==> src/gauge_params.svh <==
// Constants of the gauge control subcommand unit: codes, bit positions, resets and timing.
`ifndef GAUGE_PARAMS_SVH
`define GAUGE_PARAMS_SVH

// ----------------------------------------
// Subcommand codes, control location and status word layout
// ----------------------------------------
`define SUB_STATUS          16'h0000
`define SUB_PART_CODE       16'h0001
`define SUB_FW_REV          16'h0002
`define SUB_CONFIG_CODE     16'h0004
`define SUB_LAST_CMD        16'h0007
`define SUB_CHEM_PROFILE    16'h0008
`define SUB_CELL_INSERTED   16'h000C
`define SUB_CELL_REMOVED    16'h000D
`define SUB_ENTER_EDIT      16'h0013
`define SUB_SMOOTH_ALIGN    16'h0019
`define SUB_POWERDOWN_ARM   16'h001B
`define SUB_POWERDOWN       16'h001C
`define SUB_PARTIAL_RESTART 16'h0042
`define LAST_CMD_LIMIT      16'h0015
`define CONTROL_LOC_LO      8'h00
`define CONTROL_LOC_HI      8'h01
`define ST_ARMED            15
`define ST_WATCHDOG         14
`define ST_LOCKED           13
`define ST_CALIBRATING      12
`define ST_AUTOCAL          11
`define ST_BOARD_CAL        10
`define ST_CAP_LEARNED      9
`define ST_RES_LEARNED      8
`define ST_INIT_DONE        7
`define ST_SLEEP            4
`define ST_CP_MODEL         3
`define ST_RT_FROZEN        2
`define ST_VOLT_GOOD        1
`define ST_CHEM_SWAPPED     0

// ----------------------------------------
// Reset values and timing
// ----------------------------------------
`define RST_CP_MODEL        1'b1
`define RST_RESULT          16'h0000
`define RST_LAST_CMD        16'h0000
`define CLK_HZ              64'd250000000
`define AUTOCAL_FIRST_S     64'd225
`define AUTOCAL_FIRST_CYC   (`AUTOCAL_FIRST_S * `CLK_HZ)
`define WAKE_HOLD_US        64'd200
`define WAKE_HOLD_CYC       ((`WAKE_HOLD_US * `CLK_HZ + 64'd999999) / 64'd1000000)

`endif

==> src/gauge_pkg.sv <==
// Types shared by the gauge control subcommand unit and its wake detector.
package gauge_pkg;

    typedef enum logic [0:0] {
        PWR_RUN,
        PWR_DOWN
    } power_e;

    typedef struct packed {
        logic        cmd_valid;
        logic [15:0] cmd_code;
    } subcmd_s;

    typedef struct packed {
        logic        watchdog_restart_seen;
        logic        locked_access_state;
        logic        calibrating;
        logic        counter_autocal_active;
        logic        board_cal_active;
        logic        init_done;
        logic        sleep;
        logic        constant_power_model;
        logic        resistance_table_frozen;
        logic        cell_voltage_good;
    } core_status_s;

    typedef struct packed {
        logic        capacity_learn;
        logic        resistance_learn;
        logic        chemistry_swap;
        logic        chemistry_updated;
        logic        autocal_done;
    } core_event_s;

    typedef struct packed {
        logic [1:0]  pin_sync;
        logic        armed_low;
        logic [31:0] high_cnt;
        logic        wake;
    } wake_state_s;

    typedef struct packed {
        power_e      power;
        logic [15:0] result;
        logic        result_valid;
        logic [15:0] last_cmd;
        logic [15:0] status;
        logic        armed;
        logic        cap_learned;
        logic        res_learned;
        logic        cp_model;
        logic        chem_swapped;
        logic        cell_present;
        logic        param_edit;
        logic        autocal_run;
        logic        autocal_armed;
        logic [39:0] autocal_cnt;
        logic [1:0]  pin_sync;
        logic        pin_prev;
        logic        gauge_start;
        logic        smooth_align;
        logic        partial_restart;
        logic        autocal_start;
    } ctl_state_s;

endpackage : gauge_pkg

==> src/gauge_wake_detect.sv <==
// Wake detector: low-to-high on the general output pin held high for a minimum time.
`timescale 1ns/100ps
`include "gauge_params.svh"

module gauge_wake_detect #(
    parameter int unsigned WAKE_HOLD_CYCLES = 32'(`WAKE_HOLD_CYC)
) (
    // Clock and reset
    input  wire logic sys_clk_in,
    input  wire logic rstn_in,
    // Control
    input  wire logic powered_down_in,
    input  wire logic general_output_pin_in,
    // Result
    output logic      wake_out
);
    import gauge_pkg::*;

    if (WAKE_HOLD_CYCLES < 1) begin : g_bad_hold
        $error("WAKE_HOLD_CYCLES must be at least one");
    end

    wake_state_s st_q;
    wake_state_s st_d;

    // ----------------------------------------------------------------
    // A low level must be seen first, then the high must last the whole hold time.
    // ----------------------------------------------------------------
    always_comb begin
        st_d          = st_q;
        st_d.pin_sync = {st_q.pin_sync[0], general_output_pin_in};
        st_d.wake     = 1'b0;
        if (!powered_down_in) begin
            st_d.armed_low = 1'b0;
            st_d.high_cnt  = 32'h0000_0000;
        end else if (!st_q.pin_sync[1]) begin
            st_d.armed_low = 1'b1;
            st_d.high_cnt  = 32'h0000_0000;
        end else if (st_q.armed_low) begin
            st_d.high_cnt = st_q.high_cnt + 32'h0000_0001;
            if (st_d.high_cnt >= WAKE_HOLD_CYCLES) begin
                st_d.wake      = 1'b1;
                st_d.armed_low = 1'b0;
            end
        end
    end

    always_ff @(posedge sys_clk_in or negedge rstn_in) begin
        if (!rstn_in) begin
            st_q <= '0;
        end else begin
            st_q <= st_d;
        end
    end

    assign wake_out = st_q.wake;

endmodule : gauge_wake_detect

==> src/gauge_control_subcommand_unit.sv <==
// Control subcommand interpreter with the read-only control status word.
`timescale 1ns/100ps
`include "gauge_params.svh"

// Overview of operation
// Host follows control write with two-byte subcommand
// Locked state blocks restricted subcommands
// Code 0x0000 returns the status word
// Status word read-only, set by conditions/subcommands
// Arm command sets armed bit 15
// Report watchdog, locked, calibrating, board-cal bits
// Autocal bit high while running, first 225s
// Capacity-learned bit cleared by reset, cell-present
// Resistance bit only after capacity learned
// Report init, sleep, frozen, voltage-good; reserved zero
// Constant-power model bit resets to one
// Chemistry-swapped set on swap, cleared on update
// Code 0x0001 returns fixed part code
// Code 0x0002 returns firmware revision
// Code 0x0004 returns config code low byte
// Code 0x0007 returns last command, below 0x15
// Code 0x0008 returns chemistry profile identifier
// Insert command sets cell-present when pin-detect off
// Remove command clears cell-present when pin-detect off
// Enter-edit command sets edit flag when unlocked
// Host waits 1100ms before editing parameters
// Partial restart leaves edit mode, gauging resumes
// Align command copies true values to smoothed
// Power-down command powers down immediately
// Power-down only works after arming
// Wake needs pin high at least 200us
// Reserved bits zero; unknown codes change nothing
module gauge_control_subcommand_unit #(
    parameter logic [15:0] PART_CODE           = 16'hA5C3, // Arbitrary value.
    parameter logic [15:0] FIRMWARE_REVISION   = 16'h0100,
    parameter logic [7:0]  CONFIG_CODE         = 8'h00,
    parameter logic [15:0] CHEMISTRY_PROFILE   = 16'h0000,
    parameter logic [39:0] AUTOCAL_FIRST_CYCLES = 40'(`AUTOCAL_FIRST_CYC),
    parameter int unsigned WAKE_HOLD_CYCLES     = 32'(`WAKE_HOLD_CYC)
) (
    // Clock and reset
    input  wire logic                  sys_clk_in,
    input  wire logic                  rstn_in,
    // Control location write and read
    input  wire gauge_pkg::subcmd_s    subcmd_in,
    output logic [15:0]                control_result_out,
    output logic                       control_result_valid_out,
    output logic [15:0]                control_status_word_out,
    // Conditions and events from the gauge core
    input  wire gauge_pkg::core_status_s core_status_in,
    input  wire gauge_pkg::core_event_s  core_event_in,
    input  wire logic                  pin_detect_enable_in,
    // Pins
    input  wire logic                  cell_detect_pin_in,
    input  wire logic                  general_output_pin_in,
    // Actions toward the gauge core
    output logic                       cell_present_out,
    output logic                       gauging_start_out,
    output logic                       param_edit_flag_out,
    output logic                       partial_restart_out,
    output logic                       smoothing_align_out,
    output logic                       autocal_start_out,
    output logic                       powerdown_out
);
    import gauge_pkg::*;

    // ----------------------------------------
    // Elaboration checks
    // ----------------------------------------
    if (AUTOCAL_FIRST_CYCLES == 40'h00_0000_0000) begin : g_bad_autocal
        $error("AUTOCAL_FIRST_CYCLES must be at least one");
    end

    // ----------------------------------------
    // Decoding helpers
    // ----------------------------------------
    function automatic logic code_known(input logic [15:0] code);
        case (code)
            `SUB_STATUS, `SUB_PART_CODE, `SUB_FW_REV, `SUB_CONFIG_CODE,
            `SUB_LAST_CMD, `SUB_CHEM_PROFILE, `SUB_CELL_INSERTED,
            `SUB_CELL_REMOVED, `SUB_ENTER_EDIT, `SUB_SMOOTH_ALIGN,
            `SUB_POWERDOWN_ARM, `SUB_POWERDOWN, `SUB_PARTIAL_RESTART: begin
                code_known = 1'b1;
            end
            default: begin
                code_known = 1'b0;
            end
        endcase
    endfunction : code_known

    // Codes that are refused while the access state is locked.
    function automatic logic code_locked_out(input logic [15:0] code);
        case (code)
            `SUB_ENTER_EDIT, `SUB_POWERDOWN_ARM, `SUB_POWERDOWN,
            `SUB_PARTIAL_RESTART: begin
                code_locked_out = 1'b1;
            end
            default: begin
                code_locked_out = 1'b0;
            end
        endcase
    endfunction : code_locked_out

    ctl_state_s st_q;
    ctl_state_s st_d;
    logic       wake;
    logic       take;
    logic [15:0] code;
    logic       pin_fall;
    logic       pin_rise;
    logic       present_set;
    logic       cap_set;

    // ----------------------------------------
    // Wake detection while powered down
    // ----------------------------------------
    gauge_wake_detect #(
        .WAKE_HOLD_CYCLES (WAKE_HOLD_CYCLES)
    ) u_wake (
        .sys_clk_in            (sys_clk_in),
        .rstn_in               (rstn_in),
        .powered_down_in       (st_q.power == PWR_DOWN),
        .general_output_pin_in (general_output_pin_in),
        .wake_out              (wake)
    );

    // ----------------------------------------
    // Next state
    // ----------------------------------------
    always_comb begin
        st_d                 = st_q;
        code                 = subcmd_in.cmd_code;
        // The host delivers each control write together with its subcommand code.
        take                 = subcmd_in.cmd_valid && (st_q.power == PWR_RUN)
                               && code_known(code)
                               && !(core_status_in.locked_access_state
                                    && code_locked_out(code));
        st_d.result_valid    = 1'b0;
        st_d.gauge_start     = 1'b0;
        st_d.smooth_align    = 1'b0;
        st_d.partial_restart = 1'b0;
        st_d.autocal_start   = 1'b0;
        present_set          = 1'b0;

        // Cell detect pin passes two flip-flops before any edge logic sees it.
        st_d.pin_sync = {st_q.pin_sync[0], cell_detect_pin_in};
        st_d.pin_prev = st_q.pin_sync[1];
        pin_fall      = st_q.pin_prev && !st_q.pin_sync[1];
        pin_rise      = !st_q.pin_prev && st_q.pin_sync[1];

        // Cell presence: pin edges when detection is enabled, commands otherwise.
        if (pin_detect_enable_in) begin
            if (pin_fall) begin
                st_d.cell_present = 1'b1;
                present_set       = !st_q.cell_present;
            end else if (pin_rise) begin
                st_d.cell_present = 1'b0;
            end
        end else if (take && code == `SUB_CELL_INSERTED) begin
            st_d.cell_present = 1'b1;
            st_d.gauge_start  = 1'b1;
            present_set       = !st_q.cell_present;
        end else if (take && code == `SUB_CELL_REMOVED) begin
            st_d.cell_present = 1'b0;
        end

        // Learned bits clear when presence sets; a capacity learn event in that cycle wins, and a resistance one only with it.
        cap_set = core_event_in.capacity_learn;
        if (cap_set) begin
            st_d.cap_learned = 1'b1;
        end else if (present_set) begin
            st_d.cap_learned = 1'b0;
        end
        if (core_event_in.resistance_learn && st_d.cap_learned) begin
            st_d.res_learned = 1'b1;
        end else if (present_set) begin
            st_d.res_learned = 1'b0;
        end

        if (core_event_in.chemistry_swap) begin
            st_d.chem_swapped = 1'b1;
        end else if (core_event_in.chemistry_updated) begin
            st_d.chem_swapped = 1'b0;
        end

        st_d.cp_model = core_status_in.constant_power_model;

        // First autocal run is timed from initialization complete.
        if (core_status_in.init_done && st_q.autocal_armed) begin
            if (st_q.autocal_cnt >= AUTOCAL_FIRST_CYCLES - 40'h00_0000_0001) begin
                st_d.autocal_armed = 1'b0;
                st_d.autocal_run   = 1'b1;
                st_d.autocal_start = 1'b1;
            end else begin
                st_d.autocal_cnt = st_q.autocal_cnt + 40'h00_0000_0001;
            end
        end
        if (core_event_in.autocal_done && !st_d.autocal_start) begin
            st_d.autocal_run = 1'b0;
        end

        // Status word snapshot; reserved bits stay zero.
        st_d.status                  = 16'h0000;
        st_d.status[`ST_ARMED]       = st_q.armed;
        st_d.status[`ST_WATCHDOG]    = core_status_in.watchdog_restart_seen;
        st_d.status[`ST_LOCKED]      = core_status_in.locked_access_state;
        st_d.status[`ST_CALIBRATING] = core_status_in.calibrating;
        st_d.status[`ST_AUTOCAL]     = st_q.autocal_run
                                       || core_status_in.counter_autocal_active;
        st_d.status[`ST_BOARD_CAL]   = core_status_in.board_cal_active;
        st_d.status[`ST_CAP_LEARNED] = st_q.cap_learned;
        st_d.status[`ST_RES_LEARNED] = st_q.res_learned;
        st_d.status[`ST_INIT_DONE]   = core_status_in.init_done;
        st_d.status[`ST_SLEEP]       = core_status_in.sleep;
        st_d.status[`ST_CP_MODEL]    = st_q.cp_model;
        st_d.status[`ST_RT_FROZEN]   = core_status_in.resistance_table_frozen;
        st_d.status[`ST_VOLT_GOOD]   = core_status_in.cell_voltage_good;
        st_d.status[`ST_CHEM_SWAPPED] = st_q.chem_swapped;

        // Subcommand execution.
        if (take) begin
            case (code)
                `SUB_STATUS: begin
                    st_d.result       = st_q.status;
                    st_d.result_valid = 1'b1;
                end
                `SUB_PART_CODE: begin
                    st_d.result       = PART_CODE;
                    st_d.result_valid = 1'b1;
                end
                `SUB_FW_REV: begin
                    st_d.result       = FIRMWARE_REVISION;
                    st_d.result_valid = 1'b1;
                end
                `SUB_CONFIG_CODE: begin
                    st_d.result       = {8'h00, CONFIG_CODE};
                    st_d.result_valid = 1'b1;
                end
                `SUB_LAST_CMD: begin
                    st_d.result       = st_q.last_cmd;
                    st_d.result_valid = 1'b1;
                end
                `SUB_CHEM_PROFILE: begin
                    st_d.result       = CHEMISTRY_PROFILE;
                    st_d.result_valid = 1'b1;
                end
                `SUB_ENTER_EDIT: begin
                    st_d.param_edit = 1'b1;
                end
                `SUB_PARTIAL_RESTART: begin
                    st_d.param_edit      = 1'b0;
                    st_d.partial_restart = 1'b1;
                end
                `SUB_SMOOTH_ALIGN: begin
                    st_d.smooth_align = 1'b1;
                end
                `SUB_POWERDOWN_ARM: begin
                    st_d.armed = 1'b1;
                end
                `SUB_POWERDOWN: begin
                    if (st_q.armed) begin
                        st_d.power = PWR_DOWN;
                    end
                end
                default: begin
                end
            endcase
            // Only codes below the limit are recorded as the previous command.
            if (code != `SUB_LAST_CMD && code < `LAST_CMD_LIMIT) begin
                st_d.last_cmd = code;
            end
        end

        // Leaving power-down returns to normal operation, disarmed.
        case (st_q.power)
            PWR_RUN: begin
            end
            PWR_DOWN: begin
                if (wake) begin
                    st_d.power = PWR_RUN;
                    st_d.armed = 1'b0;
                end
            end
            default: begin
                st_d.power = PWR_RUN;
            end
        endcase
    end

    // ----------------------------------------
    // State register
    // ----------------------------------------
    always_ff @(posedge sys_clk_in or negedge rstn_in) begin
        if (!rstn_in) begin
            st_q               <= '0;
            st_q.power         <= PWR_RUN;
            st_q.result        <= `RST_RESULT;
            st_q.last_cmd      <= `RST_LAST_CMD;
            st_q.cp_model      <= `RST_CP_MODEL;
            st_q.status        <= 16'h0008;
            st_q.autocal_armed <= 1'b1;
        end else begin
            st_q <= st_d;
        end
    end

    // ----------------------------------------
    // Outputs
    // ----------------------------------------
    assign control_result_out       = st_q.result;
    assign control_result_valid_out = st_q.result_valid;
    assign control_status_word_out  = st_q.status;
    assign cell_present_out         = st_q.cell_present;
    assign gauging_start_out        = st_q.gauge_start;
    assign param_edit_flag_out      = st_q.param_edit;
    assign partial_restart_out      = st_q.partial_restart;
    assign smoothing_align_out      = st_q.smooth_align;
    assign autocal_start_out        = st_q.autocal_start;
    assign powerdown_out            = (st_q.power == PWR_DOWN);

endmodule : gauge_control_subcommand_unit

==> config.mk <==
export PLATFORM = sky130hd
export DESIGN_NAME = gauge_control_subcommand_unit
export DESIGN_NICKNAME = d
export VERILOG_FILES = /design/src/gauge_pkg.sv /design/src/gauge_wake_detect.sv /design/src/gauge_control_subcommand_unit.sv
export VERILOG_INCLUDE_DIRS = /design/src
export SDC_FILE = /design/constraint.sdc
export NUM_CORES = 1
export LEC_CHECK = 0
export ABC_AREA = 0
export BUFFER_PORTS_ARGS = -buffer_cell sky130_fd_sc_hd__buf_2
export CAP_MARGIN = 40
export CORE_MARGIN = 2
export CORE_UTILIZATION = 45
export DETAILED_ROUTE_END_ITERATION = 10
export GPL_TIMING_DRIVEN = 0
export PLACE_DENSITY = 0.71
export RECOVER_POWER = 50
export SLEW_MARGIN = 20
export SYNTH_ARGS = -nofsm -noshare
export SYNTH_HDL_FRONTEND = slang
export SYNTH_SLANG_ARGS = --single-unit
==> constraint.sdc <==
create_clock -name sys_clk_in -period 2.6 [get_ports sys_clk_in]
set_clock_uncertainty 0.1 [all_clocks]
set_input_delay 0.13 -clock sys_clk_in [delete_from_list [all_inputs] [get_ports sys_clk_in]]
set_output_delay 0.13 -clock sys_clk_in [all_outputs]
set_load 0.02 [all_outputs]
# ---- After elaboration in Yosys (flattened, before gate mapping)
# Index checks and enable logic that the tools add are counted.
# Widths: inputs -> output; s select.
dict set report totals {
  register_bits 140
  word_cells 129
  input_bits 37
}
dict set report classes {
  eq_ne 15
  n_mux 46
  n_bitwise 2
  addsub 2
  n_reduce_logical 36
  magnitude_cmp 3
}
# cell count
set ops {}
lappend ops {{$pmux 17 s5} 1}
lappend ops {{$mux 34} 2}
lappend ops {{$mux 33} 2}
lappend ops {{$eq 16x5->1 const B} 4}
lappend ops {{$eq 16x4->1 const B} 3}
lappend ops {{$mux 42} 1}
lappend ops {{$add 40x1->40 const B} 1}
lappend ops {{$ge 40x36->1 const B} 1}
lappend ops {{$mux 40} 1}
lappend ops {{$mux 1} 35}
lappend ops {{$add 32x1->32 const B} 1}
lappend ops {{$eq 16x3->1 const B} 2}
lappend ops {{$ge 32x16->1 const B} 1}
lappend ops {{$eq 16x1->1 const B} 1}
lappend ops {{$eq 16x2->1 const B} 1}
lappend ops {{$eq 16x7->1 const B} 1}
lappend ops {{$logic_not 16->1} 1}
lappend ops {{$lt 16x5->1 const B} 1}
lappend ops {{$mux 16} 1}
lappend ops {{$ne 16x3->1 const B} 1}
lappend ops {{$reduce_and 2->1} 7}
lappend ops {{$reduce_or 13->1} 1}
lappend ops {{$logic_and 1x1->1} 12}
lappend ops {{$reduce_bool 2->1} 5}
lappend ops {{other kinds (11)} 17}

# ---- Depth between registers and ports, before layout
dict set report logic_depth {
  ltp_word 13
  mapped_depth 10
  ltp_nobuf 8
}

# ---- By module
# Synthesis repeated with hierarchy kept, for this count alone.
dict set report hier_totals {
  cells_unflattened 740
  area_unflattened_um2 7678.6
}
# module seq_area_each_um2 instances cells_each area_per_inst_um2
set by_module_without_submodules {}
lappend by_module_without_submodules {gauge_control_subcommand_unit 2606.2 1 455 5134.9}
lappend by_module_without_submodules {gauge_wake_detect 900.9 1 285 2543.7}

# ---- Worst setup path after synthesis
# No wires, ideal clock.
dict set report synth_timing {
  path_type {register to register}
  from {reg u_wake.st_q[1] (netlist bit)}
  to {reg u_wake.st_q[33] (netlist bit)}
  required_time_ns 2.396
  stages_incl_launch_ff 9
  path_slack_ns -0.242
  t_arrival_ns 2.638
  path_cell_list {dfrtp_1 ha_1 nand3_1 nor4_4 nand3_2 mux2_4 o22a_1 or4b_4 o41ai_2}
}
# item line
set synth_rtl {}
lappend synth_rtl {{from (decl)} gauge_wake_detect.sv:23} ;# wake_state_s st_q;
lappend synth_rtl {{from (signal assigned)} gauge_wake_detect.sv:52} ;# st_q <= st_d;

==> results.md <==
* Post-synthesis sequential area ratio at 0.510
* CTS Buf Count at 17
* Worst EP required at 2810 ps
* Wire length of the first global-routing pass at 25500 µm
* Crit path cell chain: nand4_1 > buf_4 > nor4_4 > nand3_1 > xor2_1 > a32oi_2 > or4b_4 > o41ai_2
* CP arrival at 2790 ps
* Die X at roughly 130 µm
* Yosys top cell by area: dfrtp_1
* Slowest CP cell: or4b_4
* Max VDD drop at 522 µV
* Number of flops mapped to enable cells by yosys at 0
* RSZ-0062 raised after global routing: yes
* Slew @ Worst Pin at 1520 ps
* Critical Path End Type: register
* Max-cap violations at 1
* Final Setup Violations at 0
* Area after DPL at roughly 0.0076 mm²
* Post-synth top cells: 137 x dfrtp_1, 62 x nor2_1, 48 x nand2_1
* H-Tree Depth at 4
* Relative slew slack at -0.0125
* Remaining antenna violation count at 0
* Layout cell share with drive strength beyond 1 at 0.243
* Yosys cell types at 74
* Reg-to-Reg Start: u_wake.st_q[6]$_DFFE_PN0P_
* Final Total Pwr at 4.87 mW
* Final hold viol count at 0
* Port buffer count at 71
* Status: finished, violations left
* Post-synth top area share at 0.498
* Site Rows at 45
* Vias per cell at around 5.5
* DR WL/cell at 15.2 µm
* Final Slew Violations at a little over 60
* Core Region at 0.0151 mm²
* Remaining DRCs at 0
* Total track usage at 0.195
* CTS tree: yes
* Clk Latency, worst-skew pair at between 400 and 500 ps
* Tmin final at between 2000 and 3000 ps
* Count leader, synth: dfrtp_1
* Hold slack at between 60 and 70 ps
* Worst Setup Start Kind: register
* Sink Count at 140
* Top post-synthesis cells by area: dfrtp_1 50%, xnor2_1 4.3%, xor2_1 3.7%
* YS warnings at 0
* Synth Instances at 688
* Leak at 3.98 nW
* Final Cycle Share at 0.992
* Vias in the first global route at roughly 5200
* Top FF cell, synth: dfrtp_1
* Total wire length at 15500 µm
* Area grow syn2layout at 25.3%
* Placer congestion estimate at between 0.8 and 0.9
* Top-Level Pins at 77
* Largest net degree at the start of global routing at 81
* Post-route cell area at 0.00862 mm²
* TNS Setup at 0 ps
* Ys async rst share at 1.00
* Crit path launch: u_wake.st_q[6]$_DFFE_PN0P_
* Crit path max fanout at 6
* Synthesized area at 0.00688 mm²
* Failing checks: max-capacitance violations, max-slew violations
* Drt pass-1 iters at 4
* Detailed router's first-iteration violation count at 391
* Syn_area_per_cell at 10.0 µm²
* Critical Path Max Stage Delay at 560 ps
* Cells after DPL at between 900 and 1000
* Non-Filler Instances at between 1000 and 1500
* Synth Register Bits at between 100 and 150
* Via count at 5583
* Fmax at 0.388 GHz
* DP HPWL at approximately 9900 µm
* Setup Crit Path Kind: reg -> reg
* Hold Path Class: in -> reg
* Clk buf depth at 2
* Die Area at 0.0163 mm²
* Hold Startpoint: subcmd_in[14]
* Dpl ws at -602 ps
* Final Net Count at ~860
* Fill count at 1288
* Post-layout util at 0.571
* Height of the die at 128 µm
* Initial antenna violation count at 0
* Final worst setup slack at 21.2 ps
* Initial Util at 0.456
* CTS root buffer: clkbuf_16
* PwrDens at 565 mW/mm²
* Clk slew on worst S/H paths at about 60 ps
* GRT overflow at 0
* N_diodes at 0
==> power breakdown <==
part | switching [mW] | total, mW | internal [mW]
registers | 0.0207 | 2.23 | 2.21
clock network | 0.959 | 2.41 | 1.45
logic | 0.133 | 0.228 | 0.0953
==> layout make-up <==
| class | count | area, µm² | share of cell area |
|---|---|---|---|
| plain buffers | 63 | 389 | 0.0451 |
| clock buffers | 21 | 450 | 0.0522 |
| clock inverters | 11 | 135 | 0.0157 |
| inverters | 15 | 56.3 | 0.00653 |
| multi-input cells | 467 | 3070 | 0.357 |
| flip-flops and latches | 140 | 3520 | 0.408 |
| well taps | 188 | 235 | 0.0273 |
| repair buffers | 118 | 763 | 0.0885 |
==> placed cells by master (no fill, tap or decap), types with 5 or more instances in the layout <==
master,instances
nand3_1,40
a22oi_1,7
clkbuf_16,17
nand2_1,46
and4_1,10
inv_1,15
buf_2,63
xor2_1,29
o21ai_0,17
clkbuf_1,33
nand4_1,19
nor2b_1,13
and3_1,14
or3_1,7
a221oi_1,6
nor2_1,60
and2_1,6
mux2_2,5
buf_4,56
nor3_1,21
xnor2_1,34
buf_6,5
dfrtp_1,128
nor4_1,5
dlygate4sd3_1,23
dfrtp_2,9
a21oi_1,34
==> sequential cells by signal (all words and copies together), names as in the netlist, 7 cells and up <==
name	count
u_wake.st_q	34
st_d	7
control_status_word_out	14
control_result_out	16
st_q	59
==> final timing paths <==
check                      slack (ps)  cells after the start                         endpoint
setup / recovery                   20                      8        u_wake.st_q[33]$_DFF_PN0_
hold / removal                     70                      5  param_edit_flag_out$_DFFE_PN0P_
setup reg to reg                   20                      8        u_wake.st_q[33]$_DFF_PN0_
hold reg to reg                   250                      0        u_wake.st_q[35]$_DFF_PN0_
max in group asynchronous         450                      3       u_wake.st_q[9]$_DFFE_PN0P_
min in group asynchronous         530                      2                st_d[4]$_DFF_PN0_
==> timing repair <==
action                                 CTS  global route
endpoints found under the hold margin   82             0
buffers inserted                        14             8
resized for setup                       19            26
hold buffers                            23             0
cloned                                   0             1
setup endpoints to repair               43            45
pin swaps                                5            11
==> routing by layer <==
metal / vias up / wire length, µm / track usage
li1: 2669 / - / -
met1: 2742 / 7150 / 0.266
met2: 153 / 7400 / 0.310
met3: 19 / 714 / 0.0380
met4: 0 / 283 / 0.0776
met5: - / 0 / 0
==> logic make-up after synthesis <==
family,synth area share
adders and majority gates,0.00654
buffers and inverters,0.0629
other,0.000545
xor gates and xnor gates,0.0802
AOI/OAI and AO/OA,0.106
DFF,0.510
and+or+nand+nor,0.221
muxes,0.0133
==> worst max-delay path, delay by kind of cell (launching register included) <==
family | cells | cell delay, ps
compound gates | 2 | 360
simple gates | 4 | 1160
flops | 1 | 450
xor+xnor | 1 | 190
buf+inv | 1 | 220
No activity file was read; power rests on OpenSTA's default activity.
